===== src/shared/asp_map.svh =====
`ifndef ASP_MAP_SVH
`define ASP_MAP_SVH
// Register byte offsets on the Avalon-MM slave
`define ASP_OFS_DATA 5'h00
`define ASP_OFS_CTRL 5'h04
`define ASP_OFS_DIV 5'h08
`define ASP_OFS_THR 5'h0c
`define ASP_OFS_STAT 5'h10
`define ASP_OFS_MASK 5'h14
`define ASP_OFS_LVL 5'h18
// Control register bit positions
`define ASP_CTL_TXEN 0
`define ASP_CTL_RXEN 1
`define ASP_CTL_EIGHT 2
`define ASP_CTL_TWOSTOP 3
`define ASP_CTL_PAREN 4
`define ASP_CTL_PARODD 5
`define ASP_CTL_IRDA 6
`define ASP_CTL_ABEN 7
// Status and mask bit positions
`define ASP_ST_TXTHR 0
`define ASP_ST_RXTHR 1
`define ASP_ST_FRAME 2
`define ASP_ST_PARITY 3
`define ASP_ST_BREAK 4
`define ASP_ST_IDLE 5
`define ASP_ST_OVERRUN 6
`define ASP_ST_ABDONE 7
// Receive entry flag positions
`define ASP_RXE_PERR 8
`define ASP_RXE_FERR 9
`define ASP_RXE_BRK 10
// Reset values
`define ASP_CTRL_RST 8'h07
`define ASP_DIV_RST 16'h0015
`define ASP_TXTHR_RST 6'h02
`define ASP_RXTHR_RST 6'h01
`define ASP_MASK_RST 8'h00
// Timing counts in oversampling ticks, sixteen per bit
`define ASP_TICKS_LAST 4'hf
`define ASP_MID_TICK 4'h7
`define ASP_IR_PULSE 4'h3
`define ASP_IDLE_TICKS 8'ha0
// Queue geometry
`define ASP_QFULL 6'h20
`endif


===== src/shared/asp_pkg.sv =====
`default_nettype none
package asp_pkg;
	// Phase of one serial character, shared by transmitter and receiver
	typedef enum logic [2:0] {
		ASP_IDLE,
		ASP_START,
		ASP_DATA,
		ASP_PARITY,
		ASP_STOP
	} asp_bit_state_t;
endpackage
`default_nettype wire


===== src/core/asp_top.sv =====
`default_nettype none
`include "asp_map.svh"
module asp_top (
	input wire logic CLK,
	input wire logic RST_N,
	input wire logic [4:0] AVS_ADDRESS,
	input wire logic AVS_READ,
	input wire logic AVS_WRITE,
	input wire logic [31:0] AVS_WRITEDATA,
	input wire logic [3:0] AVS_BYTEENABLE,
	output logic [31:0] AVS_READDATA,
	output logic AVS_WAITREQUEST,
	input wire logic RXD_PIN,
	input wire logic IR_RX_PIN,
	output logic TXD_PIN,
	output logic IR_TX_PIN,
	output logic IRQ,
	output logic TX_DMA_REQ,
	output logic RX_DMA_REQ
);
	logic ack_r; // Bus answer cycle
	logic wr_go; // Write taken this edge
	logic rd_go; // Read taken this edge
	logic [31:0] be_mask; // Byte lanes as a bit mask
	logic [31:0] rd_val; // Current value at the addressed register
	logic [31:0] wval; // Addressed register after a masked write
	logic [31:0] rdata_r; // Read data held for the bus
	logic [7:0] ctrl_r; // Mode and enable bits
	logic [15:0] div_r; // Baud divisor
	logic [5:0] txthr_r; // Transmit threshold
	logic [5:0] rxthr_r; // Receive threshold
	logic [7:0] mask_r; // Interrupt mask
	logic [7:0] stat_r; // Sticky event bits
	logic [7:0] ev; // Events this cycle
	logic [15:0] bdiv_r; // Baud prescaler
	logic tick_r; // Sixteen-times-bit-rate tick
	logic [1:0] s1_r; // Pin synchroniser, first stage
	logic [1:0] s2_r; // Pin synchroniser, second stage
	logic [1:0] pin_in;
	logic line; // Selected receive line
	logic txq_push;
	logic txq_pop;
	logic [7:0] txq_head;
	logic txq_full;
	logic txq_empty;
	logic [5:0] txq_lvl;
	logic rxq_pop;
	logic [10:0] rxq_head;
	logic rxq_full;
	logic rxq_empty;
	logic [5:0] rxq_lvl;
	logic rx_done;
	logic [7:0] rx_data;
	logic rx_perr;
	logic rx_ferr;
	logic rx_brk;
	logic rx_idle;
	logic rx_busy;
	asp_pkg::asp_bit_state_t tx_st_r; // Transmit phase
	logic [3:0] tx_tk_r; // Tick within transmit bit
	logic [2:0] tx_idx_r; // Transmit data index
	logic [7:0] tx_sh_r; // Transmit shift register
	logic tx_stop2_r; // Second stop bit in progress
	logic tx_last;
	logic tx_lvl; // NRZ level of the current bit
	logic ab_en;
	logic ab_meas_r; // Measuring a low pulse
	logic [19:0] ab_cnt_r; // Clocks in the low pulse
	logic ab_done_r; // Measurement finished
	logic [15:0] ab_div; // Divisor from the measurement

	// Avalon-MM handshake: every access waits exactly one cycle
	assign AVS_WAITREQUEST = (AVS_READ | AVS_WRITE) & ~ack_r;
	assign wr_go = AVS_WRITE & ack_r;
	assign rd_go = AVS_READ & ack_r;
	assign AVS_READDATA = rdata_r;
	assign be_mask = {{8{AVS_BYTEENABLE[3]}}, {8{AVS_BYTEENABLE[2]}},
		{8{AVS_BYTEENABLE[1]}}, {8{AVS_BYTEENABLE[0]}}};
	assign wval = (rd_val & ~be_mask) | (AVS_WRITEDATA & be_mask);

	// Answer flag drops after one cycle so back-to-back requests each wait
	always_ff @(posedge CLK or negedge RST_N) begin
		if (!RST_N) begin
			ack_r <= 1'b0;
		end else begin
			ack_r <= (AVS_READ | AVS_WRITE) & ~ack_r;
		end
	end

	// Read mux; unmapped offsets read as zero
	always_comb begin
		rd_val = 32'h0000_0000;
		if (AVS_ADDRESS == `ASP_OFS_DATA) begin
			// An empty queue reads as zero rather than a stale entry
			rd_val = {16'h0000, ~rxq_empty, 4'h0, rxq_empty ? 11'h000 : rxq_head};
		end else if (AVS_ADDRESS == `ASP_OFS_CTRL) begin
			rd_val = {24'h00_0000, ctrl_r};
		end else if (AVS_ADDRESS == `ASP_OFS_DIV) begin
			rd_val = {16'h0000, div_r};
		end else if (AVS_ADDRESS == `ASP_OFS_THR) begin
			rd_val = {10'h000, rxthr_r, 10'h000, txthr_r};
		end else if (AVS_ADDRESS == `ASP_OFS_STAT) begin
			rd_val = {24'h00_0000, stat_r};
		end else if (AVS_ADDRESS == `ASP_OFS_MASK) begin
			rd_val = {24'h00_0000, mask_r};
		end else if (AVS_ADDRESS == `ASP_OFS_LVL) begin
			rd_val = {14'h0000, ab_meas_r, rx_busy, 2'h0, rxq_lvl, 2'h0, txq_lvl};
		end
	end

	// Read data is captured in the wait cycle and held for the master
	always_ff @(posedge CLK or negedge RST_N) begin
		if (!RST_N) begin
			rdata_r <= 32'h0000_0000;
		end else if (AVS_READ & ~ack_r) begin
			rdata_r <= rd_val;
		end
	end

	// Control register; a bus write wins over the autobaud self-clear
	always_ff @(posedge CLK or negedge RST_N) begin
		if (!RST_N) begin
			ctrl_r <= `ASP_CTRL_RST;
		end else if (wr_go & (AVS_ADDRESS == `ASP_OFS_CTRL)) begin
			ctrl_r <= wval[7:0];
		end else if (ab_done_r) begin
			ctrl_r[`ASP_CTL_ABEN] <= 1'b0;
		end
	end

	// Divisor, written by software or loaded by the autobaud measurement
	always_ff @(posedge CLK or negedge RST_N) begin
		if (!RST_N) begin
			div_r <= `ASP_DIV_RST;
		end else if (wr_go & (AVS_ADDRESS == `ASP_OFS_DIV)) begin
			div_r <= wval[15:0];
		end else if (ab_done_r) begin
			div_r <= ab_div;
		end
	end

	// Thresholds and interrupt mask
	always_ff @(posedge CLK or negedge RST_N) begin
		if (!RST_N) begin
			txthr_r <= `ASP_TXTHR_RST;
			rxthr_r <= `ASP_RXTHR_RST;
			mask_r <= `ASP_MASK_RST;
		end else if (wr_go) begin
			if (AVS_ADDRESS == `ASP_OFS_THR) begin
				txthr_r <= wval[5:0];
				rxthr_r <= wval[21:16];
			end else if (AVS_ADDRESS == `ASP_OFS_MASK) begin
				mask_r <= wval[7:0];
			end
		end
	end

	// Events; threshold events are levels and re-set while the level holds
	always_comb begin
		ev = 8'h00;
		ev[`ASP_ST_TXTHR] = (txq_lvl <= txthr_r);
		ev[`ASP_ST_RXTHR] = (rxq_lvl >= rxthr_r);
		ev[`ASP_ST_FRAME] = rx_done & rx_ferr;
		ev[`ASP_ST_PARITY] = rx_done & rx_perr;
		ev[`ASP_ST_BREAK] = rx_done & rx_brk;
		ev[`ASP_ST_IDLE] = rx_idle;
		ev[`ASP_ST_OVERRUN] = rx_done & rxq_full;
		ev[`ASP_ST_ABDONE] = ab_done_r;
	end

	// Sticky status; a read clears only the bits it returned, new events win
	always_ff @(posedge CLK or negedge RST_N) begin
		if (!RST_N) begin
			stat_r <= 8'h00;
		end else if (rd_go & (AVS_ADDRESS == `ASP_OFS_STAT)) begin
			stat_r <= (stat_r & ~rdata_r[7:0]) | ev;
		end else begin
			stat_r <= stat_r | ev;
		end
	end

	// Interrupt and DMA requests
	assign IRQ = |(stat_r & mask_r);
	always_ff @(posedge CLK or negedge RST_N) begin
		if (!RST_N) begin
			TX_DMA_REQ <= 1'b0;
			RX_DMA_REQ <= 1'b0;
		end else begin
			TX_DMA_REQ <= ev[`ASP_ST_TXTHR];
			RX_DMA_REQ <= ev[`ASP_ST_RXTHR];
		end
	end

	// Baud prescaler: one tick every div+1 clocks, sixteen ticks per bit
	always_ff @(posedge CLK or negedge RST_N) begin
		if (!RST_N) begin
			bdiv_r <= 16'h0000;
			tick_r <= 1'b0;
		end else if (bdiv_r >= div_r) begin
			bdiv_r <= 16'h0000;
			tick_r <= 1'b1;
		end else begin
			bdiv_r <= bdiv_r + 16'h0001;
			tick_r <= 1'b0;
		end
	end

	// Two-stage synchronisers for both receive pins; both idle high
	assign pin_in = {IR_RX_PIN, RXD_PIN};
	genvar gi;
	generate
		for (gi = 0; gi < 2; gi++) begin : g_sync
			always_ff @(posedge CLK or negedge RST_N) begin
				if (!RST_N) begin
					s1_r[gi] <= 1'b1;
					s2_r[gi] <= 1'b1;
				end else begin
					s1_r[gi] <= pin_in[gi];
					s2_r[gi] <= s1_r[gi];
				end
			end
		end
	endgenerate
	assign line = ctrl_r[`ASP_CTL_IRDA] ? s2_r[1] : s2_r[0];

	// Transmit queue; a write to a full queue is dropped
	assign txq_push = wr_go & (AVS_ADDRESS == `ASP_OFS_DATA) & AVS_BYTEENABLE[0];
	assign txq_pop = (tx_st_r == asp_pkg::ASP_IDLE) & ctrl_r[`ASP_CTL_TXEN] & ~txq_empty;
	asp_queue #(.W(8)) u_txq (
		.clk(CLK),
		.rst_n(RST_N),
		.push(txq_push),
		.wdata(AVS_WRITEDATA[7:0]),
		.pop(txq_pop),
		.head(txq_head),
		.full(txq_full),
		.empty(txq_empty),
		.level(txq_lvl)
	);

	// Receive queue holds character plus its error flags
	assign rxq_pop = rd_go & (AVS_ADDRESS == `ASP_OFS_DATA);
	asp_queue #(.W(11)) u_rxq (
		.clk(CLK),
		.rst_n(RST_N),
		.push(rx_done),
		.wdata({rx_brk, rx_ferr, rx_perr, rx_data}),
		.pop(rxq_pop),
		.head(rxq_head),
		.full(rxq_full),
		.empty(rxq_empty),
		.level(rxq_lvl)
	);

	// Receiver is held off while autobaud owns the line
	asp_rx u_rx (
		.clk(CLK),
		.rst_n(RST_N),
		.en(ctrl_r[`ASP_CTL_RXEN] & ~ab_en),
		.line(line),
		.irda(ctrl_r[`ASP_CTL_IRDA]),
		.tick(tick_r),
		.eight(ctrl_r[`ASP_CTL_EIGHT]),
		.par_en(ctrl_r[`ASP_CTL_PAREN]),
		.par_odd(ctrl_r[`ASP_CTL_PARODD]),
		.done(rx_done),
		.data(rx_data),
		.perr(rx_perr),
		.ferr(rx_ferr),
		.brk(rx_brk),
		.idle(rx_idle),
		.busy(rx_busy)
	);

	// Transmit tick counter
	assign tx_last = tick_r & (tx_tk_r == `ASP_TICKS_LAST);
	always_ff @(posedge CLK or negedge RST_N) begin
		if (!RST_N) begin
			tx_tk_r <= 4'h0;
		end else if (tx_st_r == asp_pkg::ASP_IDLE) begin
			tx_tk_r <= 4'h0;
		end else if (tick_r) begin
			tx_tk_r <= tx_tk_r + 4'h1;
		end
	end

	// Transmit state machine
	always_ff @(posedge CLK or negedge RST_N) begin
		if (!RST_N) begin
			tx_st_r <= asp_pkg::ASP_IDLE;
			tx_idx_r <= 3'h0;
			tx_sh_r <= 8'h00;
			tx_stop2_r <= 1'b0;
		end else begin
			case (tx_st_r)
				asp_pkg::ASP_IDLE: begin
					tx_idx_r <= 3'h0;
					tx_stop2_r <= 1'b0;
					if (txq_pop) begin
						// Seven-bit mode drops bit 7 so parity covers only sent bits
						tx_sh_r <= ctrl_r[`ASP_CTL_EIGHT] ? txq_head
							: {1'b0, txq_head[6:0]};
						tx_st_r <= asp_pkg::ASP_START;
					end
				end
				asp_pkg::ASP_START: begin
					if (tx_last) begin
						tx_st_r <= asp_pkg::ASP_DATA;
					end
				end
				asp_pkg::ASP_DATA: begin
					if (tx_last) begin
						if (tx_idx_r == (ctrl_r[`ASP_CTL_EIGHT] ? 3'h7 : 3'h6)) begin
							tx_st_r <= ctrl_r[`ASP_CTL_PAREN] ? asp_pkg::ASP_PARITY
								: asp_pkg::ASP_STOP;
						end else begin
							tx_idx_r <= tx_idx_r + 3'h1;
						end
					end
				end
				asp_pkg::ASP_PARITY: begin
					if (tx_last) begin
						tx_st_r <= asp_pkg::ASP_STOP;
					end
				end
				default: begin
					if (tx_last) begin
						if (ctrl_r[`ASP_CTL_TWOSTOP] & ~tx_stop2_r) begin
							tx_stop2_r <= 1'b1;
						end else begin
							tx_st_r <= asp_pkg::ASP_IDLE;
						end
					end
				end
			endcase
		end
	end

	// Line level per phase: start low, data LSB first, parity, stops high
	always_comb begin
		case (tx_st_r)
			asp_pkg::ASP_START: tx_lvl = 1'b0;
			asp_pkg::ASP_DATA: tx_lvl = tx_sh_r[tx_idx_r];
			asp_pkg::ASP_PARITY: tx_lvl = ^tx_sh_r ^ ctrl_r[`ASP_CTL_PARODD];
			default: tx_lvl = 1'b1;
		endcase
	end

	// Output pins; infrared sends a short high pulse for each zero bit
	always_ff @(posedge CLK or negedge RST_N) begin
		if (!RST_N) begin
			TXD_PIN <= 1'b1;
			IR_TX_PIN <= 1'b0;
		end else begin
			TXD_PIN <= ctrl_r[`ASP_CTL_IRDA] | tx_lvl;
			IR_TX_PIN <= ctrl_r[`ASP_CTL_IRDA] & ~tx_lvl & (tx_tk_r < `ASP_IR_PULSE);
		end
	end

	// Autobaud: times the first low pulse, which must be exactly one bit
	// long, so the far end should send a character whose bit 0 is one
	assign ab_en = ctrl_r[`ASP_CTL_ABEN];
	assign ab_div = (ab_cnt_r[19:4] == 16'h0000) ? 16'h0000 : ab_cnt_r[19:4] - 16'h0001;
	always_ff @(posedge CLK or negedge RST_N) begin
		if (!RST_N) begin
			ab_meas_r <= 1'b0;
			ab_cnt_r <= 20'h0_0000;
			ab_done_r <= 1'b0;
		end else begin
			ab_done_r <= 1'b0;
			if (~ab_en | ab_done_r) begin
				ab_meas_r <= 1'b0;
			end else if (~ab_meas_r) begin
				if (~line) begin
					ab_meas_r <= 1'b1;
					ab_cnt_r <= 20'h0_0001;
				end
			end else if (line) begin
				ab_meas_r <= 1'b0;
				ab_done_r <= 1'b1;
			end else if (ab_cnt_r != 20'hf_ffff) begin
				ab_cnt_r <= ab_cnt_r + 20'h0_0001;
			end
		end
	end
endmodule
`default_nettype wire


===== src/core/asp_queue.sv =====
`default_nettype none
`include "asp_map.svh"
// Thirty-two entry first-in first-out queue; push to a full or pop of an
// empty queue is ignored, so callers must look at full and empty
module asp_queue #(
	parameter int W = 8
) (
	input wire logic clk,
	input wire logic rst_n,
	input wire logic push,
	input wire logic [W-1:0] wdata,
	input wire logic pop,
	output logic [W-1:0] head,
	output logic full,
	output logic empty,
	output logic [5:0] level
);
	logic [W-1:0] mem [0:31]; // Storage array
	logic [4:0] wp_r; // Write pointer, wraps at 32
	logic [4:0] rp_r; // Read pointer, wraps at 32
	logic [5:0] cnt_r; // Fill level 0..32
	logic do_push;
	logic do_pop;

	assign full = (cnt_r == `ASP_QFULL);
	assign empty = (cnt_r == 6'h00);
	assign level = cnt_r;
	assign head = mem[rp_r];
	assign do_push = push & ~full;
	assign do_pop = pop & ~empty;

	// Data array, no reset so it maps onto plain storage
	always_ff @(posedge clk) begin
		if (do_push) begin
			mem[wp_r] <= wdata;
		end
	end

	// Pointers and level
	always_ff @(posedge clk or negedge rst_n) begin
		if (!rst_n) begin
			wp_r <= 5'h00;
			rp_r <= 5'h00;
			cnt_r <= 6'h00;
		end else begin
			if (do_push) begin
				wp_r <= wp_r + 5'h01;
			end
			if (do_pop) begin
				rp_r <= rp_r + 5'h01;
			end
			if (do_push & ~do_pop) begin
				cnt_r <= cnt_r + 6'h01;
			end else if (do_pop & ~do_push) begin
				cnt_r <= cnt_r - 6'h01;
			end
		end
	end
endmodule
`default_nettype wire


===== src/core/asp_rx.sv =====
`default_nettype none
`include "asp_map.svh"
// Serial receiver; line is already synchronised and idles high
module asp_rx (
	input wire logic clk,
	input wire logic rst_n,
	input wire logic en,
	input wire logic line,
	input wire logic irda,
	input wire logic tick,
	input wire logic eight,
	input wire logic par_en,
	input wire logic par_odd,
	output logic done,
	output logic [7:0] data,
	output logic perr,
	output logic ferr,
	output logic brk,
	output logic idle,
	output logic busy
);
	asp_pkg::asp_bit_state_t st_r; // Character phase
	logic [3:0] tk_r; // Tick within the bit
	logic [2:0] idx_r; // Data bit index
	logic samp_r; // Value gathered for the current bit
	logic [7:0] sh_r; // Assembled data
	logic par_r; // Received parity bit
	logic [7:0] idle_r; // Ticks of high line after a character
	logic armed_r; // One idle report per gap
	logic last;
	logic [2:0] top;

	assign last = tick & (tk_r == `ASP_TICKS_LAST);
	assign top = eight ? 3'h7 : 3'h6;
	assign busy = (st_r != asp_pkg::ASP_IDLE);

	// Tick counter, restarted at the start edge
	always_ff @(posedge clk or negedge rst_n) begin
		if (!rst_n) begin
			tk_r <= 4'h0;
		end else if (st_r == asp_pkg::ASP_IDLE) begin
			tk_r <= 4'h0;
		end else if (tick) begin
			tk_r <= tk_r + 4'h1;
		end
	end

	// Bit sampling: mid-bit for NRZ, any low pulse in the bit for infrared
	always_ff @(posedge clk or negedge rst_n) begin
		if (!rst_n) begin
			samp_r <= 1'b1;
		end else if (st_r == asp_pkg::ASP_IDLE) begin
			samp_r <= 1'b1;
		end else if (tick) begin
			if (tk_r == 4'h0) begin
				samp_r <= line;
			end else if (irda) begin
				samp_r <= samp_r & line;
			end else if (tk_r == `ASP_MID_TICK) begin
				samp_r <= line;
			end
		end
	end

	// Character state machine and result flags
	always_ff @(posedge clk or negedge rst_n) begin
		if (!rst_n) begin
			st_r <= asp_pkg::ASP_IDLE;
			idx_r <= 3'h0;
			sh_r <= 8'h00;
			par_r <= 1'b0;
			done <= 1'b0;
			data <= 8'h00;
			perr <= 1'b0;
			ferr <= 1'b0;
			brk <= 1'b0;
		end else begin
			done <= 1'b0;
			case (st_r)
				asp_pkg::ASP_IDLE: begin
					idx_r <= 3'h0;
					sh_r <= 8'h00;
					if (en & ~line) begin
						st_r <= asp_pkg::ASP_START;
					end
				end
				asp_pkg::ASP_START: begin
					// A start that is high again is a glitch, not a character
					if (last) begin
						st_r <= samp_r ? asp_pkg::ASP_IDLE : asp_pkg::ASP_DATA;
					end
				end
				asp_pkg::ASP_DATA: begin
					if (last) begin
						sh_r[idx_r] <= samp_r;
						if (idx_r == top) begin
							st_r <= par_en ? asp_pkg::ASP_PARITY : asp_pkg::ASP_STOP;
						end else begin
							idx_r <= idx_r + 3'h1;
						end
					end
				end
				asp_pkg::ASP_PARITY: begin
					if (last) begin
						par_r <= samp_r;
						st_r <= asp_pkg::ASP_STOP;
					end
				end
				default: begin
					// Only the first stop bit is checked; a second one reads as idle
					if (last) begin
						st_r <= asp_pkg::ASP_IDLE;
						done <= 1'b1;
						data <= sh_r;
						ferr <= ~samp_r;
						perr <= par_en & (par_r != (^sh_r ^ par_odd));
						brk <= ~samp_r & (sh_r == 8'h00) & (~par_en | ~par_r);
					end
				end
			endcase
		end
	end

	// Idle line detection: ten bit times of high line after a character
	always_ff @(posedge clk or negedge rst_n) begin
		if (!rst_n) begin
			idle_r <= 8'h00;
			armed_r <= 1'b0;
			idle <= 1'b0;
		end else begin
			idle <= 1'b0;
			if (st_r != asp_pkg::ASP_IDLE) begin
				idle_r <= 8'h00;
				armed_r <= 1'b1;
			end else if (tick & armed_r) begin
				if (idle_r == `ASP_IDLE_TICKS) begin
					idle <= 1'b1;
					armed_r <= 1'b0;
				end else begin
					idle_r <= idle_r + 8'h01;
				end
			end
		end
	end
endmodule
`default_nettype wire


===== config.mk =====
export PLATFORM = sky130hd
export DESIGN_NAME = asp_top
export DESIGN_NICKNAME = d
export VERILOG_FILES = /design/src/shared/asp_pkg.sv /design/src/core/asp_top.sv /design/src/core/asp_queue.sv /design/src/core/asp_rx.sv
export VERILOG_INCLUDE_DIRS = /design/src /design/src/shared
export SDC_FILE = /design/constraint.sdc
export NUM_CORES = 1
export LEC_CHECK = 0
export ABC_AREA = 0
export BUFFER_PORTS_ARGS = -buffer_cell sky130_fd_sc_hd__buf_4
export CAP_MARGIN = 15
export CORE_MARGIN = 2
export CORE_UTILIZATION = 30
export CTS_CLUSTER_DIAMETER = 80
export DETAILED_ROUTE_END_ITERATION = 8
export HOLD_SLACK_MARGIN = 0.08
export PLACE_DENSITY = 0.51
export SETUP_SLACK_MARGIN = 0.5
export SYNTH_ARGS = -nofsm -noshare
export SYNTH_HDL_FRONTEND = slang
export SYNTH_SLANG_ARGS = --single-unit

===== constraint.sdc =====
create_clock -name CLK -period 4.8 [get_ports CLK]
set_clock_uncertainty 0.15 [all_clocks]
set_input_delay 0.24 -clock CLK [delete_from_list [all_inputs] [get_ports CLK]]
set_output_delay 0.24 -clock CLK [all_outputs]
set_load 0.03 [all_outputs]

==> flow_results.org <==
** Route
- DRC errors left :: 0
- After detailed routing, the total wire length is 86,800 µm.
- Avg WL per Cell :: 21.6 µm
- After detailed routing, the number of vias per cell comes to 4.99.
- For this run, the detailed router's first-pass iteration total came to 6.
- Total vias in the final route :: 20,100
- Once detail routing completed, the nets flagged for antenna violations numbered 0.
- In this run, the number of DRC markers left after iteration 0 of detailed routing was 1,581.

** GRT
- In the global route stage, overall resource usage came out at 14.3%.
- Global routing's busiest layer :: met2
- Met2 capacity usage during global routing :: 24.1%
- Overflow after GRT :: 0
- The number of antenna violations at the first check in global routing is 2.
- Met1 Resource Use GR :: 19.2%
- Global routing used 2.16% of the available met3 tracks.
- Number of global-route vias before repair :: 20,800
- Entering global routing, the biggest net connects 109 pins.
- Wire length of the first global-routing pass :: 131,000 µm

** Power
- For this design the static power due to leakage is 13.2 nW.
- Cell Pwr Density :: 418 nW/µm²
- Across the VDD grid, the largest voltage drop is 0.000263 V.
- The design draws 17.2 mW.

** STA
- Maximum operating frequency :: 261 MHz
- At the pin with the least slew margin, the transition time is 1070 ps.
- Final Max Tran Viols :: 0
- Summed over all failing endpoints, the final setup total negative slack is 0 ps.
- The worst pin sits at a relative slew slack of 28.5%.
- The clock period could shrink to 3830 ps.
- The number of hold violations in the final report came to 0.
- Smallest setup slack after layout :: 972 ps
- Setup repair after global routing left no endpoint under its margin.
- Post-route fraction of the period consumed by the critical path :: 79.7%
- Final setup vio count :: 0

** Placed design
- Buffers on Ports :: 63
- Prior to clock tree synthesis, the placed netlist has a worst setup slack of 1000 ps.
- Routability congestion estimate :: 0.869
- Once detailed placement completed, the half-perimeter wirelength came to 56,600 µm.

** Logic synthesis
- Synthesis produced 2,272 cells.
- For this run, the register share of the synthesized area comes to 66.8%.
- Async set-or-reset flop fraction in the synthesized netlist :: 26.1%
- Count of warnings emitted by yosys :: 0
- Most used DFF post-synth :: edfxtp_1
- Counting flops with a built-in enable in the synthesized netlist gives 608.
- Counting flops and latches in the post-synthesis netlist gives 823.
- Each instance of the synthesized netlist takes up on average 15.6 µm².
- In this run, distinct cell masters in the synthesized netlist total 84.
- The cell area that synthesis handed to floorplanning was 35,400 µm².

** Worst setup path
- Path type of the worst setup path :: reg -> reg
- Slowest CP cell :: dfrtp_4
- Largest fanout on the critical path :: 31
- The critical path starts at u_rxq.rp_r[0].
- The most numerous cell type found on the critical path is o21ai_0.
- Cell-by-cell trace of the critical path :: buf_4, mux4_2, mux2i_1, o21ai_0, o221ai_1, nor3b_1, o21ai_0, dlygate4sd3_1
- In this run the critical register-to-register path is launched from u_rxq.rp_r[0].
- CP Data Required Time :: 5180 ps
- R2R Path End :: div_r[9]
- Setup slack on the worst flop-to-flop path :: 970 ps
- Category of the worst setup path capture point :: flop
- Measured in cells, the most critical reg-to-reg path has a length of 8.
- Delay of the slowest cell on the worst path :: 870 ps
- The worst setup path is launched from a flop.
- Arrival @ worst endpoint :: 4200 ps

** Status
- Status :: finished, final reports clean

** Clock tree
- Resized Gates After CTS :: 0
- The clock reaches the later pin of the worst-skew pair after 650 ps.
- The number of hold buffers added after CTS was 46.
- Level count of the clock H-tree :: 3
- In this run the clock root is driven by a clkbuf_16.
- Clock input transition at the sequential cells of the worst setup and hold paths :: 60 ps
- In this run, CTS created clock tree buffers numbering 84.
- The clock drives 823 sinks.
- The clock passes through at most 3 buffers.
- Number of setup buffers added after CTS :: 0
- TritonCTS built the clock tree.

** Floorplan
- In this run the core area contains 126 standard-cell rows.
- Initial Utilization :: 30.1%
- The die is 348 µm tall.
- From left edge to right edge, the die measures 348 µm.
- The die covers 121,000 µm².
- Top-Level Pins :: 85
- Core Footprint :: 118,000 µm²

** Layout
- Area overhead of the layout relative to synthesis :: 15.8%
- Proportion of layout cells with a drive suffix above 1 :: 20.2%
- Ant. Diodes :: 0
- For this run, the post-layout net count is 2,533.

** Flow run
- Number of max-cap violations :: 0

** Hold path
- Min-delay worst type :: in -> async
cells by family (layout without fill, tap and decap cells):
| logic type | after synthesis | count (layout) | share of synthesized area (%) |
|---|---|---|---|
| xor+xnor | 87 | 87 | 2.19 |
| compound gates | 317 | 317 | 5.89 |
| mux | 241 | 241 | 12.9 |
| flops | 823 | 823 | 66.8 |
| simple gates | 542 | 542 | 7.45 |
| buf+inv | 196 | 402 | 2.51 |
| fa+ha+maj | 65 | 65 | 2.34 |
| other cells | 1 | 10 | 0.0106 |
power breakdown:
group | switching, mW | internal, mW | total (mW)
logic | 1.25 | 1.19 | 2.43
clock network | 2.78 | 3.65 | 6.43
registers | 0.455 | 7.84 | 8.30
worst max-delay path by stage:
stage | endpoint | slack [ps] | depth (start not counted)
finish | div_r[9] | 970 | 8
global route | div_r[9] | 730 | 8
CTS | div_r[9] | 940 | 8
detailed placement | u_rxq.level[5] | 1000 | 13
global placement | u_rxq.level[5] | 1000 | 13
floorplan | u_rxq.level[5] | 1530 | 13
synthesized netlist by cell type (6+ instances only):
library cell	count	area (µm²)
mux2i_1	41	410
nand3_1	41	205
o221ai_1	11	96.3
o22ai_1	16	100
o31ai_1	11	82.6
or2_2	6	37.5
nor2_1	155	582
buf_1	14	52.6
a221o_1	7	70.1
or3_1	12	75.1
inv_1	75	282
dfrtp_1	201	5030
a22o_1	9	78.8
nand3b_1	8	60.1
buf_2	36	180
xnor2_1	54	473
nand2b_1	16	100
buf_4	21	158
o21ai_1	13	65.1
a31oi_1	11	68.8
xor2_1	32	280
mux4_2	168	3780
mux2_2	32	360
a21o_1	17	128
nand2_1	174	653
o211ai_1	14	105
a21oi_1	64	320
ha_1	63	788
and3_1	18	113
nand4_1	26	163
a22oi_1	8	60.1
clkbuf_1	44	165
edfxtp_1	608	18300
dfstp_2	14	368
o21ai_0	88	440
nor3_1	34	170
a32oi_1	8	70.1
nor2b_1	9	56.3
cell type report:
type	instances	area (µm²)
Clock inverter	48	485
Fill cell	11200	76600
Sequential cell	823	23700
Tap cell	1536	1920
Multi-Input combinational cell	1262	10900
Clock buffer	104	2230
Timing Repair Buffer	174	1530
Inverter	76	285
critical path: cells and delay by family, from the launching register on:
family / cells / cell delay (ps)
and+or+nand+nor: 1 / 290
DFF: 1 / 870
AOI/OAI and AO/OA: 3 / 770
buffers and inverters: 2 / 930
muxes: 2 / 700
sequential cells by signal, summed over array words and instances (netlist names), 16 cells and up:
signal,flops
AVS_READDATA,22
ab_cnt_r,20
bdiv_r,16
div_r,16
u_rxq.mem,352
u_txq.mem,256
metal layers:
layer,vias to the layer above,share of wire (%)
met5,-,0
met4,0,2.1
met3,121,4.3
met2,497,49
met1,10400,44
li1,9032,-
placed cells by master (no fill, tap or decap), types with 12 or more instances in the layout:
master         count
edfxtp_1         608
mux2i_1           41
inv_1             75
nand2b_1          16
clkbuf_1          16
nor2_1           155
a21o_1            17
a21oi_1           64
o21ai_1           13
clkinv_1          16
nand4_1           26
mux2_2            32
o22ai_1           16
mux4_2           168
nor3_1            34
ha_1              63
nand3_1           41
dfrtp_1          196
nand2_1          174
o211ai_1          14
clkbuf_16         85
xnor2_1           54
or3_1             12
and3_1            18
dfstp_2           14
o21ai_0           88
buf_4            119
xor2_1            32
dlygate4sd3_1     46
metrics by stage:
stage                     hold WS, ps  cell area [µm²]  instances  util [%]
final                             108            41000       4023      34.9
after global routing              115            41000       4023      34.9
after CTS                         101            40900       4017      34.8
after detailed placement          199            37800       3819      32.1
after global placement            200            37800       3819      32.1
after floorplan                  -206            35500       2281         -
Power figures use the tool's default switching activity.
